===== src/include/iowd_defs.svh =====
// Register indexes, field positions and reset values of the I/O windows
`ifndef IOWD_DEFS_SVH
`define IOWD_DEFS_SVH
// ==========================================
// Register indexes (byte address = index * 4)
`define IOWD_IDX_MAPEN 6'h06
`define IOWD_IDX_CTRL 6'h07
`define IOWD_IDX_W0_START_LO 6'h08
`define IOWD_IDX_W0_START_HI 6'h09
`define IOWD_IDX_W0_END_LO 6'h0A
`define IOWD_IDX_W0_END_HI 6'h0B
`define IOWD_IDX_W1_START_LO 6'h0C
`define IOWD_IDX_W1_START_HI 6'h0D
`define IOWD_IDX_W1_END_LO 6'h0E
`define IOWD_IDX_W1_END_HI 6'h0F
`define IOWD_IDX_W0_OFS_LO 6'h36
`define IOWD_IDX_W0_OFS_HI 6'h37
`define IOWD_IDX_W1_OFS_LO 6'h38
`define IOWD_IDX_W1_OFS_HI 6'h39
// ==========================================
// Field positions
`define IOWD_CTRL_SIZE0 0
`define IOWD_CTRL_AUTO0 1
`define IOWD_CTRL_TSEL0 3
`define IOWD_CTRL_SIZE1 4
`define IOWD_CTRL_AUTO1 5
`define IOWD_CTRL_TSEL1 7
`define IOWD_CTRL_COMPAT0 2
`define IOWD_CTRL_COMPAT1 6
`define IOWD_MAPEN_W0 6
`define IOWD_MAPEN_W1 7
// ==========================================
// Reset values
`define IOWD_RST_BYTE 8'h00
`define IOWD_RST_WORD 16'h0000
`define IOWD_RST_RDATA 32'h0000_0000
`endif


===== src/include/iowd_pkg.sv =====
// Types shared by the I/O window decode block
package iowd_pkg;
  typedef logic [15:0] iowd_addr_t;
  typedef enum logic
  {
    IOWD_WIN0 = 1'b0,
    IOWD_WIN1 = 1'b1
  } iowd_win_e;
  typedef enum logic
  {
    IOWD_TIMER_SET0 = 1'b0,
    IOWD_TIMER_SET1 = 1'b1
  } iowd_timer_e;
endpackage


===== src/iowd_top.sv =====
// I/O window control registers and host I/O start/end decode
//
// The implementer's own choice: register access over APB.
`include "iowd_defs.svh"

module iowd_top
(
  input wire logic i_clk,
  input wire logic i_rst_n,
  input wire logic i_psel,
  input wire logic i_penable,
  input wire logic i_pwrite,
  input wire logic [7:0] i_paddr,
  input wire logic [31:0] i_pwdata,
  output logic [31:0] o_prdata,
  output logic o_pready,
  output logic o_pslverr,
  input wire logic i_io_req,
  input wire iowd_pkg::iowd_addr_t i_io_addr,
  input wire logic i_card_io_width16_indicator_n,
  output logic o_card_cycle_start,
  output iowd_pkg::iowd_win_e o_io_window,
  output iowd_pkg::iowd_addr_t o_card_addr,
  output logic o_width16,
  output iowd_pkg::iowd_timer_e o_timer_set
);
  import iowd_pkg::*;

  // ==========================================
  // Register state
  logic [7:0] ctrl;
  logic [1:0] map_en;
  iowd_addr_t win_start [2];
  iowd_addr_t win_end [2];
  iowd_addr_t win_ofs [2];
  logic [31:0] next_rdata;
  logic next_err;
  logic [5:0] idx;
  logic wr_en;
  logic hit0;
  logic hit1;

  // Inclusive range check shared by both windows
  function automatic logic in_win(iowd_addr_t a, iowd_addr_t s,
    iowd_addr_t e);
    in_win = (a >= s) && (a <= e);
  endfunction

  // Width choice: auto sizing overrides the stored size bit
  function automatic logic pick_width(logic auto_sz, logic size,
    logic ind_n);
    pick_width = auto_sz ? ~ind_n : size;
  endfunction

  // ==========================================
  // APB decode
  assign idx = i_paddr[7:2];
  // Write lands only at the access edge where ready is seen high
  assign wr_en = i_psel & i_penable & i_pwrite & o_pready;

  // Zero-wait slave: ready in the cycle after setup
  always_ff @(posedge i_clk or negedge i_rst_n)
  begin
    if (!i_rst_n)
      o_pready <= 1'b0;
    else
      o_pready <= i_psel & ~i_penable;
  end

  // Read data and error are latched during the setup cycle
  always_comb
  begin
    next_rdata = `IOWD_RST_RDATA;
    next_err = 1'b0;
    if (i_paddr[1:0] != 2'h0)
      next_err = 1'b1;
    else if (idx == `IOWD_IDX_MAPEN)
      next_rdata[7:0] = {map_en, 6'h00};
    else if (idx == `IOWD_IDX_CTRL)
      next_rdata[7:0] = ctrl;
    else if (idx == `IOWD_IDX_W0_START_LO)
      next_rdata[7:0] = win_start[0][7:0];
    else if (idx == `IOWD_IDX_W0_START_HI)
      next_rdata[7:0] = win_start[0][15:8];
    else if (idx == `IOWD_IDX_W0_END_LO)
      next_rdata[7:0] = win_end[0][7:0];
    else if (idx == `IOWD_IDX_W0_END_HI)
      next_rdata[7:0] = win_end[0][15:8];
    else if (idx == `IOWD_IDX_W1_START_LO)
      next_rdata[7:0] = win_start[1][7:0];
    else if (idx == `IOWD_IDX_W1_START_HI)
      next_rdata[7:0] = win_start[1][15:8];
    else if (idx == `IOWD_IDX_W1_END_LO)
      next_rdata[7:0] = win_end[1][7:0];
    else if (idx == `IOWD_IDX_W1_END_HI)
      next_rdata[7:0] = win_end[1][15:8];
    else if (idx == `IOWD_IDX_W0_OFS_LO)
      next_rdata[7:0] = win_ofs[0][7:0];
    else if (idx == `IOWD_IDX_W0_OFS_HI)
      next_rdata[7:0] = win_ofs[0][15:8];
    else if (idx == `IOWD_IDX_W1_OFS_LO)
      next_rdata[7:0] = win_ofs[1][7:0];
    else if (idx == `IOWD_IDX_W1_OFS_HI)
      next_rdata[7:0] = win_ofs[1][15:8];
    else
      next_err = 1'b1; // Unmapped index answers with an error
  end

  // Answer registers; cleared outside a transfer
  always_ff @(posedge i_clk or negedge i_rst_n)
  begin
    if (!i_rst_n)
    begin
      o_prdata <= `IOWD_RST_RDATA;
      o_pslverr <= 1'b0;
    end
    else if (i_psel & ~i_penable)
    begin
      o_prdata <= i_pwrite ? `IOWD_RST_RDATA : next_rdata;
      o_pslverr <= next_err;
    end
    else
    begin
      o_prdata <= `IOWD_RST_RDATA;
      o_pslverr <= 1'b0;
    end
  end

  // ==========================================
  // Control and enable registers
  always_ff @(posedge i_clk or negedge i_rst_n)
  begin
    if (!i_rst_n)
    begin
      ctrl <= `IOWD_RST_BYTE;
      map_en <= 2'h0;
    end
    else if (wr_en && !o_pslverr)
    begin
      if (idx == `IOWD_IDX_CTRL)
        ctrl <= i_pwdata[7:0];
      else if (idx == `IOWD_IDX_MAPEN)
        map_en <= i_pwdata[`IOWD_MAPEN_W1:`IOWD_MAPEN_W0];
    end
  end

  // Address bytes; each byte lands in its half of the word
  always_ff @(posedge i_clk or negedge i_rst_n)
  begin
    if (!i_rst_n)
    begin
      win_start[0] <= `IOWD_RST_WORD;
      win_start[1] <= `IOWD_RST_WORD;
      win_end[0] <= `IOWD_RST_WORD;
      win_end[1] <= `IOWD_RST_WORD;
      win_ofs[0] <= `IOWD_RST_WORD;
      win_ofs[1] <= `IOWD_RST_WORD;
    end
    else if (wr_en && !o_pslverr)
    begin
      if (idx == `IOWD_IDX_W0_START_LO)
        win_start[0][7:0] <= i_pwdata[7:0];
      else if (idx == `IOWD_IDX_W0_START_HI)
        win_start[0][15:8] <= i_pwdata[7:0];
      else if (idx == `IOWD_IDX_W1_START_LO)
        win_start[1][7:0] <= i_pwdata[7:0];
      else if (idx == `IOWD_IDX_W1_START_HI)
        win_start[1][15:8] <= i_pwdata[7:0];
      else if (idx == `IOWD_IDX_W0_END_LO)
        win_end[0][7:0] <= i_pwdata[7:0];
      else if (idx == `IOWD_IDX_W0_END_HI)
        win_end[0][15:8] <= i_pwdata[7:0];
      else if (idx == `IOWD_IDX_W1_END_LO)
        win_end[1][7:0] <= i_pwdata[7:0];
      else if (idx == `IOWD_IDX_W1_END_HI)
        win_end[1][15:8] <= i_pwdata[7:0];
      else if (idx == `IOWD_IDX_W0_OFS_LO)
        win_ofs[0][7:0] <= i_pwdata[7:0];
      else if (idx == `IOWD_IDX_W0_OFS_HI)
        win_ofs[0][15:8] <= i_pwdata[7:0];
      else if (idx == `IOWD_IDX_W1_OFS_LO)
        win_ofs[1][7:0] <= i_pwdata[7:0];
      else if (idx == `IOWD_IDX_W1_OFS_HI)
        win_ofs[1][15:8] <= i_pwdata[7:0];
    end
  end

  // ==========================================
  // Host I/O decode; window 0 wins if software lets them overlap
  assign hit0 = map_en[0] &&
    in_win(i_io_addr, win_start[0], win_end[0]);
  assign hit1 = map_en[1] &&
    in_win(i_io_addr, win_start[1], win_end[1]);

  // Start strobe only for a claimed access
  always_ff @(posedge i_clk or negedge i_rst_n)
  begin
    if (!i_rst_n)
      o_card_cycle_start <= 1'b0;
    else
      o_card_cycle_start <= i_io_req & (hit0 | hit1);
  end

  // Window attributes held until the next claimed access
  always_ff @(posedge i_clk or negedge i_rst_n)
  begin
    if (!i_rst_n)
    begin
      o_io_window <= IOWD_WIN0;
      o_card_addr <= `IOWD_RST_WORD;
      o_width16 <= 1'b0;
      o_timer_set <= IOWD_TIMER_SET0;
    end
    else if (i_io_req && hit0)
    begin
      o_io_window <= IOWD_WIN0;
      o_card_addr <= 16'(i_io_addr + win_ofs[0]);
      o_width16 <= pick_width(ctrl[`IOWD_CTRL_AUTO0],
        ctrl[`IOWD_CTRL_SIZE0], i_card_io_width16_indicator_n);
      o_timer_set <= iowd_timer_e'(ctrl[`IOWD_CTRL_TSEL0]);
    end
    else if (i_io_req && hit1)
    begin
      o_io_window <= IOWD_WIN1;
      o_card_addr <= 16'(i_io_addr + win_ofs[1]);
      o_width16 <= pick_width(ctrl[`IOWD_CTRL_AUTO1],
        ctrl[`IOWD_CTRL_SIZE1], i_card_io_width16_indicator_n);
      o_timer_set <= iowd_timer_e'(ctrl[`IOWD_CTRL_TSEL1]);
    end
  end
endmodule


===== config.mk =====
export PLATFORM = sky130hd
export DESIGN_NAME = iowd_top
export DESIGN_NICKNAME = d
export VERILOG_FILES = /design/src/include/iowd_pkg.sv /design/src/iowd_top.sv
export VERILOG_INCLUDE_DIRS = /design/src /design/src/include
export SDC_FILE = /design/constraint.sdc
export NUM_CORES = 1
export LEC_CHECK = 0
export BUFFER_PORTS_ARGS = -buffer_cell sky130_fd_sc_hd__buf_2
export CAP_MARGIN = 20
export CORE_MARGIN = 3
export CORE_UTILIZATION = 39
export CTS_CLUSTER_SIZE = 24
export DETAILED_ROUTE_END_ITERATION = 6
export GPL_ROUTABILITY_DRIVEN = 0
export PLACE_DENSITY_LB_ADDON = 0.3
export SYNTH_ARGS = -nofsm -noshare
export SYNTH_HDL_FRONTEND = slang
export SYNTH_SLANG_ARGS = --single-unit

===== constraint.sdc =====
create_clock -name i_clk -period 8.24 [get_ports i_clk]
set_clock_uncertainty 0.1 [all_clocks]
set_input_delay 1.648 -clock i_clk [delete_from_list [all_inputs] [get_ports i_clk]]
set_output_delay 1.648 -clock i_clk [all_outputs]
set_load 0.1 [all_outputs]

==> results.json, run 1 <==
{
  "yosysSeqAreaShare": 0.387,
  "drv_slew": 0,
  "layout.cells.non_filler": 1211,
  "wl_um": 24800,
  "rows": 54,
  "die_area_um2": 24400,
  "placedCellCount": 1179,
  "ys_seq_elements": 136,
  "worstSetupPathType": "input pin to flop",
  "clk_latency_ns": 0.42,
  "outcome": "finished, final reports clean",
  "vias": 6758,
  "cts_buffers": 17,
  "async_reset_ff_frac": 1.00,
  "post_cts_buffers": 0,
  "yosysMostFrequentCell": "dfrtp_1",
  "crit_fanout": 10,
  "setup_viol_count_final": 0,
  "yosysTopAreaCell": "dfrtp_1",
  "route.detailed.drc": 0,
  "drive_gt1_frac": 0.264,
  "clock-sinks": 136,
  "slew_headroom": 0.406,
  "yosys_warnings": 0,
  "ys.flop_type": "dfrtp_1",
  "start_util": 0.400,
  "antenna_cells": 0,
  "post-route-period-util": 0.725,
  "cts_htree_levels": 4,
  "cts_resized": 0,
  "grt_max_degree": 82,
  "tightest_slew_ns": 0.891,
  "coreArea_um2": 22000,
  "track_usage": 0.207,
  "holdCritPathClass": "flop to flop",
  "cp-start-kind": "input pin",
  "hold_buffers": 0,
  "antenna_found_initial": 0,
  "dpl.hpwl_um": 18000,
  "p_leak_nw": 4.78,
  "cp_data_arrival_time_ns": 6.18,
  "rsz0062_at_grt": "false",
  "area_growth_pct": 12.0,
  "routed_via_density": 5.58,
  "hold_viol": 0,
  "dr.pass1.iters": 5,
  "yosys.area.top_type_share": 0.387,
  "die_h_um": 156,
  "cp-end-kind": "flop",
  "ys_types": 67,
  "p_per_area_nw_per_um2": 168,
  "drt_iter0_drc": 467,
  "cap_violations": 0,
  "grt-ovfl-total": 0,
  "synth.top_cells.by_count": "dfrtp_1 (136), mux2_2 (105), ha_1 (81)",
  "cts.path.max_buffers": 2,
  "final.min_clock_period_ns": 5.97,
  "fin_nets": 1063,
  "synth.avg_cell_area_um2": 10.2,
  "port_buffers": 68,
  "grt_pass1_wl_um": 38400,
  "synthTopCellsByArea": "dfrtp_1 (39%), mux2_2 (13%), ha_1 (12%), a21oi_1 (3.1%), inv_1 (2.9%)",
  "syn_inst": 863,
  "grt_pass1_vias": 6517,
  "die_w_um": 156,
  "cts_tree": "done",
  "cts.clk_slew.worst_paths_ns": 0.06,
  "max_freq_mhz": 167,
  "boundaryPins": 117,
  "worst_ir_drop_vdd_v": 0.000143,
  "avgRoutedWirePerCell_um": 20.5,
  "tns_ns": 0,
  "synth-edff-count": 0,
  "syn_area_um2": 8800,
  "ant_nets": 0,
  "required_ns": 8.44,
  "clockRootBuffer": "clkbuf_16",
  "fill_cells": 2086
}
-- critical path, cell delays in order --
cell	delay, ns
buf_2	0.17
ha_1	0.35
a21o_1	0.19
a211oi_1	0.22
nand2_1	0.09
o21ai_1	0.22
a22o_1	0.59
buf_4	0.32
mux2_2	0.38
ha_1	0.32
o21ai_0	0.23
a31oi_1	0.12
o211ai_1	0.31
a21boi_0	0.20
o41ai_1	0.35
o21ai_0	0.15
nor3_1	0.22
a211oi_2	0.05
-- worst paths after layout --
path,from,to,slack (ns),cells past startpoint
setup / recovery,i_io_addr[5],o_card_addr[15],2.27,18
hold / removal,o_card_addr[4],o_card_addr[4],0.40,1
setup reg to reg,win_start[21],o_card_addr[15],3.26,18
hold reg to reg,o_card_addr[4],o_card_addr[4],0.40,1
max in group asynchronous,i_rst_n,win_end[8],5.60,2
min in group asynchronous,i_rst_n,o_prdata[1],1.16,1
-- registers in the layout (all words and copies together) (netlist names) --
register / count
o_width16: 1
ctrl: 8
o_card_addr: 16
o_io_window: 1
win_start: 32
o_card_cycle_start: 1
win_end: 32
map_en: 2
o_prdata: 8
o_timer_set: 1
o_pready: 1
o_pslverr: 1
win_ofs: 32
-- final cells by class --
class                   count  area (µm²)  share of cell area
well taps                 280         350              0.0355
clock inverters             7        90.1             0.00914
flip-flops and latches    136        3400               0.345
clock buffers              25         505              0.0513
multi-input cells         625        4890               0.496
repair buffers             70         362              0.0367
inverters                  68         255              0.0259
-- metrics by stage --
| step | hold slack (ns) | cell area [µm²] | setup slack, ns | power (mW) | utilization |
|---|---|---|---|---|---|
| CTS | 0.408 | 9860 | 2.28 | 1.67 | 0.448 |
| finish | 0.403 | 9860 | 2.27 | 1.65 | 0.448 |
| floorplan | 0.366 | 8890 | 2.82 | 0.833 | - |
| global placement | 0.388 | 9270 | 1.93 | 0.890 | 0.421 |
| detailed placement | 0.394 | 9270 | 1.86 | 0.892 | 0.421 |
| global route | 0.417 | 9860 | 1.90 | 1.71 | 0.448 |
-- power by group --
| part | total [mW] | internal, mW | leakage (nW) | switching (mW) |
|---|---|---|---|---|
| Clock | 0.772 | 0.484 | 0.289 | 0.287 |
| Sequential | 0.682 | 0.676 | 1.81 | 0.00602 |
| Combinational | 0.200 | 0.0483 | 2.69 | 0.151 |
| Total | 1.65 | 1.21 | 4.78 | 0.444 |
-- kinds of logic (layout without fill, tap and decap cells) --
group	after synthesis	after routing	share of synthesized area
AND/OR/NAND/NOR	193	193	0.115
multiplexers	121	121	0.159
flip-flops	136	136	0.387
buffers and inverters	125	170	0.0670
XOR/XNOR	12	12	0.0119
adder cells (fa/ha/maj)	82	82	0.117
AO/OA/AOI/OAI	193	193	0.143
other	1	24	0.000426
-- cells in the final DEF, fill, tap and decap left out, drive strengths merged, types with 7 or more instances in the layout --
cell	n
o21ai	51
nand2	57
nor3	13
nand4	13
clkbuf	25
dfrtp	136
ha	81
xor2	7
mux2	108
mux2i	10
inv	68
a21o	12
a21oi	65
o211ai	7
nor2	48
and2	8
a31oi	8
nand2b	13
conb	24
nand3	12
a211oi	8
o22ai	13
buf	70
-- routing by layer --
metal / vias to the layer above / GRT usage / routed length [µm]
met5: - / 0 / 0
met4: 0 / 0.0675 / 552
met3: 37 / 0.0227 / 1100
met2: 211 / 0.334 / 11600
met1: 3349 / 0.291 / 11600
li1: 3161 / - / -
Power figures use the tool's default switching activity.
==> run 2, diff against run 1 <==
ABC_AREA = 1   (was default)
clock period = 6.1 ns   (was 8.24 ns; I/O delays follow)
==> results.json, run 2 <==
{
  "p_per_area_nw_per_um2": 241,
  "rsz0062_at_grt": "false",
  "drt_iter0_drc": 705,
  "tns_ns": 0,
  "crit_fanout": 16,
  "area_growth_pct": 12.8,
  "rows": 54,
  "dp_slack_ns": 0.967,
  "clock-sinks": 136,
  "pwr-share-clk": 0.469,
  "grt_max_degree": 105,
  "cp_data_arrival_time_ns": 4.97,
  "start_util": 0.397,
  "ys_seq_elements": 136,
  "track_usage": 0.219,
  "die_h_um": 155,
  "grt-ovfl-total": 0,
  "syn_area_um2": 8700,
  "worst_ir_drop_vdd_v": 0.000157,
  "synth-edff-count": 0,
  "coreArea_um2": 21900,
  "avgRoutedWirePerCell_um": 17.6,
  "r2r_slack_ns": 1.93,
  "ant_nets": 0,
  "syn_inst": 1116,
  "cts.clk_slew.worst_paths_ns": 0.06,
  "cts_buffers": 17,
  "setup_viol_count_final": 0,
  "slew_headroom": 0.331,
  "dpl.hpwl_um": 18600,
  "crit_chain": "buf_2, ha_1, nand2_1, nor3_1, nand2_1, nand2_1, nand2_1, nand3_2, buf_4, inv_1, buf_4, o21ai_0, ha_1, a21oi_1, o21ai_0, a21oi_1, inv_1, nand2_1, nand2_1, nand2_1, nand2_1",
  "routed_via_density": 5.21,
  "synth.avg_cell_area_um2": 7.80,
  "final.min_clock_period_ns": 4.75,
  "grt_pass1_wl_um": 40300,
  "p_leak_nw": 4.70,
  "p_int_mw": 1.68,
  "p_sw_mw": 0.685,
  "cts_tree": "done",
  "cap_violations": 0,
  "wl_um": 25900,
  "port_buffers": 68,
  "boundaryPins": 117,
  "cts_htree_levels": 4,
  "fin_nets": 1321,
  "fin_area_um2": 9810,
  "drive_gt1_frac": 0.113,
  "ys_types": 45,
  "die_w_um": 155,
  "route.detailed.drc": 0,
  "cts.path.max_buffers": 2,
  "crit_top_cell": "nand2_1",
  "yosysSeqAreaShare": 0.391,
  "die_area_um2": 24100,
  "clockRootBuffer": "clkbuf_16",
  "slowest_stage": "o21ai_0",
  "layout_commonest_cell": "nand2_1",
  "mostFrequentLayoutCells": "nand2_1 (294), o21ai_0 (144), dfrtp_1 (136)",
  "top_regs": "win_end x32, win_ofs x32, win_start x32",
  "tightest_slew_ns": 1.00,
  "async_reset_ff_frac": 1.00,
  "critPathMaxStageDelay_ns": 0.39,
  "synth.top_cells.by_count": "nand2_1 (294), o21ai_0 (144), dfrtp_1 (136)",
  "post-route-period-util": 0.779,
  "synthTopCellsByArea": "dfrtp_1 (39%), nand2_1 (13%), ha_1 (12%), o21ai_0 (8.3%), inv_1 (5.7%)",
  "antenna_cells": 0,
  "grt_pass1_vias": 7146,
  "drv_slew": 0,
  "yosysTopAreaCell": "dfrtp_1",
  "hold_viol": 0,
  "power_mw": 2.36,
  "antenna_found_initial": 0,
  "clk_latency_ns": 0.43,
  "post_cts_buffers": 0,
  "finalWorstSetupSlack_ns": 1.35,
  "placedCellCount": 1437,
  "yosys_warnings": 0,
  "placed_cell_area_um2": 9190,
  "cp-end-kind": "flop",
  "max_freq_mhz": 210,
  "p_seq_frac": 0.392,
  "dr.pass1.iters": 5,
  "hold_buffers": 0,
  "outcome": "finished, final reports clean",
  "cp-start-kind": "input pin",
  "holdCritPathClass": "flop to flop",
  "netSwitchingFraction": 0.290,
  "required_ns": 6.32,
  "layout.cells.non_filler": 1469,
  "vias": 7654,
  "yosysMostFrequentCell": "nand2_1",
  "p_comb_frac": 0.139,
  "cts_resized": 0,
  "ys.flop_type": "dfrtp_1",
  "worstSetupPathType": "input pin to flop",
  "yosys.area.top_type_share": 0.391
}
==> run 2: final cells by class <==
| type | instances | area [µm²] |
|---|---|---|
| multi-input combinational | 810 | 4540 |
| timing repair buffer | 72 | 377 |
| inverter | 139 | 522 |
| clock inverter | 12 | 174 |
| tap | 280 | 350 |
| clock buffer | 20 | 447 |
| fill | 2251 | 12100 |
| sequential | 136 | 3400 |
==> run 2: metrics by stage <==
stage | util | hold slack [ns]
3_5_place_dp | 0.420 | 0.368
6_report | 0.448 | 0.377
3_3_place_gp | 0.420 | 0.358
4_1_cts | 0.448 | 0.386
5_1_grt | 0.448 | 0.406
2_1_floorplan | - | 0.348
==> run 2: logic make-up (layout without fill, tap and decap cells) <==
kind of cell / after synthesis / after routing / synth area share
AND/OR/NAND/NOR: 400 / 400 / 0.199
XOR/XNOR: 13 / 13 / 0.0131
adder cells (fa/ha/maj): 82 / 82 / 0.119
other: 1 / 24 / 0.000431
flip-flops: 136 / 136 / 0.391
buffers and inverters: 193 / 243 / 0.0969
AO/OA/AOI/OAI: 291 / 291 / 0.180
==> run 2: routing by layer <==
metal / GRT usage / wire length [µm] / vias up
met3: 0.0478 / 1590 / 41
met5: 0 / 0 / -
met4: 0.0721 / 739 / 0
met1: 0.291 / 11300 / 3582
met2: 0.356 / 12200 / 257
li1: - / - / 3774
==> run 2: worst paths after layout <==
path / start / end / cells past startpoint
max: i_io_addr[15] / o_card_addr[15] / 21
min: o_card_addr[15] / o_card_addr[15] / 2
max reg2reg: win_end[30] / o_card_addr[15] / 21
min reg2reg: o_card_addr[15] / o_card_addr[15] / 2
max in group asynchronous: i_rst_n / win_start[4] / 2
min in group asynchronous: i_rst_n / o_card_addr[10] / 1
==> run 2: power by group through the flow <==
stage	registers (mW)	clock network (mW)	logic, mW
6_report	0.926	1.11	0.328
5_1_grt	0.927	1.17	0.357
3_5_place_dp	0.942	0	0.327
4_1_cts	0.926	1.12	0.329
2_1_floorplan	0.986	0	0.191
3_3_place_gp	0.942	0	0.322
==> run 2: worst max-delay path, delay by kind of cell <==
family	cells	cell delay (ns)
AO/OA/AOI/OAI	4	1.18
adder cells (fa/ha/maj)	2	0.67
buffers and inverters	5	0.89
AND/OR/NAND/NOR	10	1.00
